===== src/rtl/iirp_pkg.sv =====
/*
 * Shared constants and carrier types for the isolated input / relay port.
 * Assumes an 8-bit ISA-style I/O bus sampled synchronously on ref_clk_i.
 */
package iirp_pkg;
    // ------------------------------------------------------------------
    // Widths and reset values
    // ------------------------------------------------------------------
    localparam int IIRP_DATA_W = 8; // One byte port
    localparam int IIRP_ADDR_W = 10; // ISA I/O address bits used
    localparam logic [7:0] IIRP_RELAY_RST = 8'h00; // All relays off
    localparam logic [7:0] IIRP_IDLE_DATA = 8'hFF; // Read data after reset, until the first read
    // ------------------------------------------------------------------
    // Jumper-selectable base addresses, index 0 is the factory default
    // ------------------------------------------------------------------
    localparam int IIRP_NUM_BASES = 7; // Seven jumper choices
    localparam logic [9:0] IIRP_BASE_DEFAULT = 10'h300; // Factory base address
    localparam logic [9:0] IIRP_BASE_TBL [IIRP_NUM_BASES] = '{
        IIRP_BASE_DEFAULT, 10'h200, 10'h220, 10'h240, 10'h280, 10'h320, 10'h340
    };
    localparam logic [2:0] IIRP_SEL_DEFAULT = 3'h0; // Jumpers at factory setting

    // Host I/O cycle carrier
    typedef struct packed {
        logic [IIRP_ADDR_W-1:0] addr; // I/O address
        logic ior_n;                  // I/O read strobe, low active
        logic iow_n;                  // I/O write strobe, low active
        logic aen;                    // DMA address enable, high blocks decode
        logic [IIRP_DATA_W-1:0] wdata; // Write data from host
    } iirp_bus_s;
endpackage : iirp_pkg


===== src/rtl/iirp_port.sv =====
/*
 * Isolated input status / relay control byte port on an 8-bit I/O bus.
 * Assumes bus strobes and inputs are already synchronous to ref_clk_i;
 * the data pin tristate is resolved outside using data_oe_o.
 */
`timescale 1ns/10ps
module iirp_port (
    input wire logic ref_clk_i, // 250 MHz clock
    input wire logic rstn_i, // Async low reset (system reset)
    input wire logic clk_en_i, // Freezes all state while low
    input wire iirp_pkg::iirp_bus_s bus_i, // Host I/O cycle
    input wire logic [2:0] address_select_jumpers_i, // Base choice
    input wire logic [iirp_pkg::IIRP_DATA_W-1:0] input_status_bits_i, // Low = valid signal
    output logic [iirp_pkg::IIRP_DATA_W-1:0] rdata_o, // Read data to data pins
    output logic data_oe_o, // High while driving data pins
    output logic [iirp_pkg::IIRP_DATA_W-1:0] relay_control_bits_o // High = energised
);
    import iirp_pkg::*;

    // ------------------------------------------------------------------
    // Address decode
    // ------------------------------------------------------------------
    logic [IIRP_ADDR_W-1:0] base_addr; // Selected base
    logic hit; // Single byte match
    logic rd_hit; // Matching read cycle
    logic wr_hit; // Matching write cycle
    logic [IIRP_DATA_W-1:0] relay_ff; // Relay control register
    logic [IIRP_DATA_W-1:0] rdata_ff; // Read data flop
    logic oe_ff; // Data drive flop

    // Base from jumpers; unused code falls back to default
    always_comb begin
        if (address_select_jumpers_i < 3'(IIRP_NUM_BASES)) begin
            base_addr = IIRP_BASE_TBL[address_select_jumpers_i];
        end else begin
            base_addr = IIRP_BASE_TBL[IIRP_SEL_DEFAULT];
        end
    end

    // Full compare of all 10 bits, no aliases; 8-bit bus only
    assign hit = !bus_i.aen && (bus_i.addr == base_addr);
    assign rd_hit = hit && !bus_i.ior_n;
    assign wr_hit = hit && !bus_i.iow_n && bus_i.ior_n;

    // ------------------------------------------------------------------
    // Relay control register
    // ------------------------------------------------------------------
    // Reset clears all relays; whole byte replaced on write
    always_ff @(posedge ref_clk_i or negedge rstn_i) begin
        if (!rstn_i) begin
            relay_ff <= IIRP_RELAY_RST;
        end else if (clk_en_i && wr_hit) begin
            relay_ff <= bus_i.wdata;
        end
    end
    // Bit 0 de-energised, bit 1 energised, bit N to relay N
    assign relay_control_bits_o = relay_ff;

    // ------------------------------------------------------------------
    // Read path
    // ------------------------------------------------------------------
    // Input byte passed straight, inverted sense kept as wired
    always_ff @(posedge ref_clk_i or negedge rstn_i) begin
        if (!rstn_i) begin
            rdata_ff <= IIRP_IDLE_DATA;
            oe_ff <= 1'b0;
        end else if (clk_en_i) begin
            oe_ff <= rd_hit;
            if (rd_hit) begin
                rdata_ff <= input_status_bits_i;
            end
        end
    end
    assign rdata_o = rdata_ff;
    assign data_oe_o = oe_ff;
endmodule : iirp_port


===== config.mk =====
export PLATFORM = sky130hd
export DESIGN_NAME = iirp_port
export DESIGN_NICKNAME = d
export VERILOG_FILES = /design/src/rtl/iirp_pkg.sv /design/src/rtl/iirp_port.sv
export SDC_FILE = /design/constraint.sdc
export NUM_CORES = 1
export LEC_CHECK = 0
export BUFFER_PORTS_ARGS = -buffer_cell sky130_fd_sc_hd__buf_2
export CAP_MARGIN = 10
export CORE_AREA = 2 2 46 48
export DETAILED_ROUTE_END_ITERATION = 8
export DIE_AREA = 0 0 48 50
export PLACE_DENSITY = 0.9
export SLEW_MARGIN = 40
export SYNTH_ARGS = -nofsm -noshare
export SYNTH_HDL_FRONTEND = slang
export SYNTH_SLANG_ARGS = --single-unit

===== constraint.sdc =====
create_clock -name ref_clk_i -period 1.6 [get_ports ref_clk_i]
set_input_delay 0.16 -clock ref_clk_i [delete_from_list [all_inputs] [get_ports ref_clk_i]]
set_output_delay 0.16 -clock ref_clk_i [all_outputs]
set_load 0.02 [all_outputs]

# Yosys cells after proc, flatten, opt, wreduce, memory -nomap -nowiden
# Memory sizes are Yosys's and may differ from the RTL's.
# Index checks and enable logic that the tools add are counted.
# word_totals
elab_cells,20
memories,1
ff_bits,17
inputBits,35
output_inout_bits,17
rom_bits,80
# mem_list
memory,words,width,read_ports,rd_ports_with_merged_regs,wr,line_no,source
(name not given),8,10,1,0,0,iirp_port.sv:34,base_addr = IIRP_BASE_TBL[address_select_jumpers_i];
# op_classes
n_bitwise,1
n_lt_le_gt_ge,2
n_reduce_logical,9
mux,3
eq_ne,1
# ops
cell,count
$mux W10,3
$eq A10 B10 Y1,1
$logic_and A1 B1 Y1,5
$ge A4 B4 Y1 const B,1
$not A3 Y4,1
$logic_not A1 Y1,3
$lt A3 B3 Y1 const B,1
$reduce_and A2 Y1,1

# Logic depth before layout (Yosys ltp)
# logic_depth
depth_word,10
depth_mapped,6
depth_no_buf,5

# Worst setup path after synthesis
# Ideal clock, no wire load.
# synth_path
kind,input port to flip-flop
startpoint,input address_select_jumpers_i[2]
endpoint,register relay_ff[0] (netlist: relay_control_bits_o[0])
setup_time_ns,0.125
t_arrival_ns,1.323
cell_stages,6
path_buffers,1
setup_slack_ns,0.152
cell_sequence,buf_6 nor4bb_1 a31oi_1 a21oi_2 o2111ai_2 mux2_2
# synth_between
elab_chain_len,10
word_cells_on_any_way,11
classes_between,order compare (1); eq/ne (1); mux (3); bitwise (1); reduce/logical (4); memory (1)
# synth_rtl
item,line_no,source
"start, declared",iirp_port.sv:12,"input wire logic [2:0] address_select_jumpers_i,"
$not A3 Y4 (not written as such),iirp_port.sv:34,
$mem_v2 Z8 W10,n/a,
$mux W10 (not written as such) (2 in series),iirp_port.sv:34,
$mux W10 (*),iirp_port.sv:33,if (address_select_jumpers_i < 3'(IIRP_NUM_BASES)) begin
$eq A10 B10 Y1 (*),iirp_port.sv:41,assign hit = !bus_i.aen && (bus_i.addr == base_addr);
$logic_and A1 B1 Y1 (*),iirp_port.sv:41,
$logic_and A1 B1 Y1 (*) (2 in series),iirp_port.sv:43,assign wr_hit = hit && !bus_i.iow_n && bus_i.ior_n;
$logic_and A1 B1 Y1 (*),iirp_port.sv:52,end else if (clk_en_i && wr_hit) begin
"end signal, assigned",iirp_port.sv:53,relay_ff <= bus_i.wdata;
"end, declared",iirp_port.sv:27,logic [IIRP_DATA_W-1:0] relay_ff;
# Every way passes the cells marked *; elsewhere a longest branch is shown, timed or not. The select of a mux whose other input is x is not followed.
# A chain may end at the register's enable or synchronous reset.

# Worst setup path after layout
# layout_path
startpoint,input address_select_jumpers_i[2]
endpoint,register relay_ff[7] (netlist: relay_control_bits_o[7])
# Same word-level chain as after synthesis.

==> impl_metrics.yaml <==
outcome:
  status: "completed"
place:
  hpwl_mm: 1.46
  gp_congestion: 0.618
  portBuffers: 51
detailed_routing:
  ant_nets: 0
  routed_wl_mm: 1.77
  drc_errors: 0
  vias_per_cell: 4.76
  drtPass1Iterations: 4
  drt_iter0_drc: 9
  wl_per_cell_um: 12.5
  vias: 676
timing:
  finalClockSkew_ns: 0
  tns_ns: 0
  slew_violations: 0
  fmax_mhz: 764
  setup_violations: 0
  hold_violations: 0
  grt_setup_unrepaired: "false"
  whs_ns: 0.0792
  worst_slew_pin_slew_ns: 0.351
  finalCritPeriodShare: 0.818
  fin_crit_ns: 1.31
  slew_headroom: 0.764
clock_tree:
  cts_resized: 0
  cts_tree: "built"
  path_clk_slew_ns: 0.10
  htree_num_levels: 1
  clk_latency_ns: 0.29
  cts_setup_buffers: 0
  cts_buffers: 3
  clk_path_buf_depth: 2
  cts.sinks: 17
  cts-root-buf: "clkbuf_4"
  cts_hold_buf: 1
cells_and_area:
  areaGrowthSynthToFinish_pct: 42.1
  multi_input_comb_area_um2: 348
  n_fill_cell: 167
  final_nets: 151
  n_antenna_cell: 0
  final-seq-area_um2: 435
  drive_above_1_share: 0.748
global_routing:
  grt_pass1_vias: 699
  grt_util_all_layers: 0.159
  grt_max_degree: 18
  grt_pass1_wl_mm: 2.73
  antenna_found_initial: 0
  gr-total-overflow: 0
die:
  io_pins: 52
  core-area_um2: 1900
  die_w_um: 48
  initial_core_util: 0.422
  dieArea_um2: 2400
  num_rows: 16
  die-height_um: 50
synth:
  synth-seq-cells: 17
  yosys_warnings: 0
  synth.distinct_cells: 21
  synth_nets: 92
  syn-instance-count: 57
  syn_area_um2: 802
  seq_area_frac_synth: 0.543
  syn_area_per_cell_um2: 14.1
min_path:
  worstHoldStart: "clk_en_i"
  whs_endpoint: "data_oe_o$_DFFE_PN0P_"
  hold_path_class: "primary input to flop"
  hold_depth: 2
worst_setup_path:
  r2r_setup_slack_ns: 0.84
  crit_fanout: 7
  worstPathArrival_ns: 1.48
  critPathKind: "primary input to flop"
  r2r_cells: 1
  start_kind: "primary input"
  r2r_start: "relay_control_bits_o[3]$_DFFE_PN0P_"
  critical_path_required_ns: 1.77
  crit_path_end_kind: "flop"
  timing.rr.end: "relay_control_bits_o[3]$_DFFE_PN0P_"
job:
  max_cap_violations: 0
power_and_ir_drop:
  p_leak_nw: 0.626
  irDropWorstVdd_v: 0.000510
  p_per_area_nw_per_um2: 651
[cells in the final DEF (no fill, tap or decap), drive strengths merged, types with 2 or more instances in the layout]
cell type	synthesis	final
buf	1	54
o2111ai	2	2
nor2	3	3
xor2	2	2
dfstp	8	8
dfrtp	9	9
o21ai	2	2
mux2	16	16
clkbuf	0	3
inv	2	2
[cell type report]
| class | count | area share |
|---|---|---|
| clock buffers | 3 | 0.0198 |
| clock inverters | 1 | 0.00439 |
| inverters | 2 | 0.00659 |
| multi-input cells | 37 | 0.305 |
| flip-flops and latches | 17 | 0.382 |
| well taps | 27 | 0.0296 |
| repair buffers | 55 | 0.252 |
[stage by stage]
stage | instances | area [µm²] | setup slack (ns) | util | total power [mW]
3_3_place_gp | 137 | 1100 | 0.0654 | 0.580 | 0.524
4_1_cts | 142 | 1140 | 0.306 | 0.599 | 0.759
2_1_floorplan | 57 | 802 | 0.152 | - | 0.472
6_report | 142 | 1140 | 0.291 | 0.599 | 0.742
3_5_place_dp | 137 | 1100 | -0.00274 | 0.580 | 0.528
5_1_grt | 142 | 1140 | 0.195 | 0.599 | 0.774
[power breakdown]
group,switching [mW],internal [mW],leakage [nW],total (mW)
logic,0.0416,0.0459,0.400,0.0874
registers,0.000668,0.433,0.208,0.433
clock network,0.128,0.0928,0.0177,0.221
[worst max-delay path: stages]
cell and delay (ns):
buf_2 0.14, nor4bb_1 0.31, a31oi_1 0.10, a21oi_2 0.20
o2111ai_2 0.13, buf_4 0.18, mux2_2 0.26
[synth_stat cells]
cell type  instances  area share
a211o_1            1       0.011
a21oi_2            1       0.011
a31oi_1            1      0.0078
and3b_1            1       0.011
and4b_1            1       0.012
buf_6              1       0.014
dfrtp_1            9        0.28
dfstp_2            8        0.26
inv_1              2      0.0094
mux2_2            16        0.22
nand2_1            1      0.0047
nor2_1             3       0.014
nor3_1             1      0.0062
nor3b_1            1      0.0094
nor4b_1            1       0.011
nor4bb_1           1       0.012
o2111ai_2          2       0.037
o21ai_0            2       0.012
o31ai_2            1       0.016
xnor2_1            1       0.011
xor2_1             2       0.022
[cell families after synthesis]
group,share of synthesized area
AOI/OAI and AO/OA,0.0952
xor gates and xnor gates,0.0328
DFF,0.543
muxes,0.225
buffers and inverters,0.0234
and+or+nand+nor,0.0811
[routing by layer]
layer	share of wire	up-vias	wire, µm	global-route usage
li1	-	325	-	-
met5	0	-	0	0
met4	0.011	0	20	0.0946
met2	0.55	27	976	0.282
met1	0.38	322	674	0.167
met3	0.055	2	97	0.0147
[worst max path at each step]
stage,from,endpoint,slack (ns),cells after the start
floorplan,address_select_jumpers_i[2],relay_control_bits_o[0]$_DFFE_PN0P_,0.15,6
global placement,bus_i[8],relay_control_bits_o[2]$_DFFE_PN0P_,0.07,6
detailed placement,address_select_jumpers_i[2],relay_control_bits_o[1]$_DFFE_PN0P_,-0.003,7
CTS,address_select_jumpers_i[2],relay_control_bits_o[1]$_DFFE_PN0P_,0.31,7
global route,address_select_jumpers_i[2],relay_control_bits_o[4]$_DFFE_PN0P_,0.20,7
finish,address_select_jumpers_i[2],relay_control_bits_o[7]$_DFFE_PN0P_,0.29,7
[sequential cells by signal (all words and copies together) (netlist names)]
register / cells
rdata_o: 8
relay_control_bits_o: 8
data_oe_o: 1
Note: power is estimated with default switching activity, not from simulation.
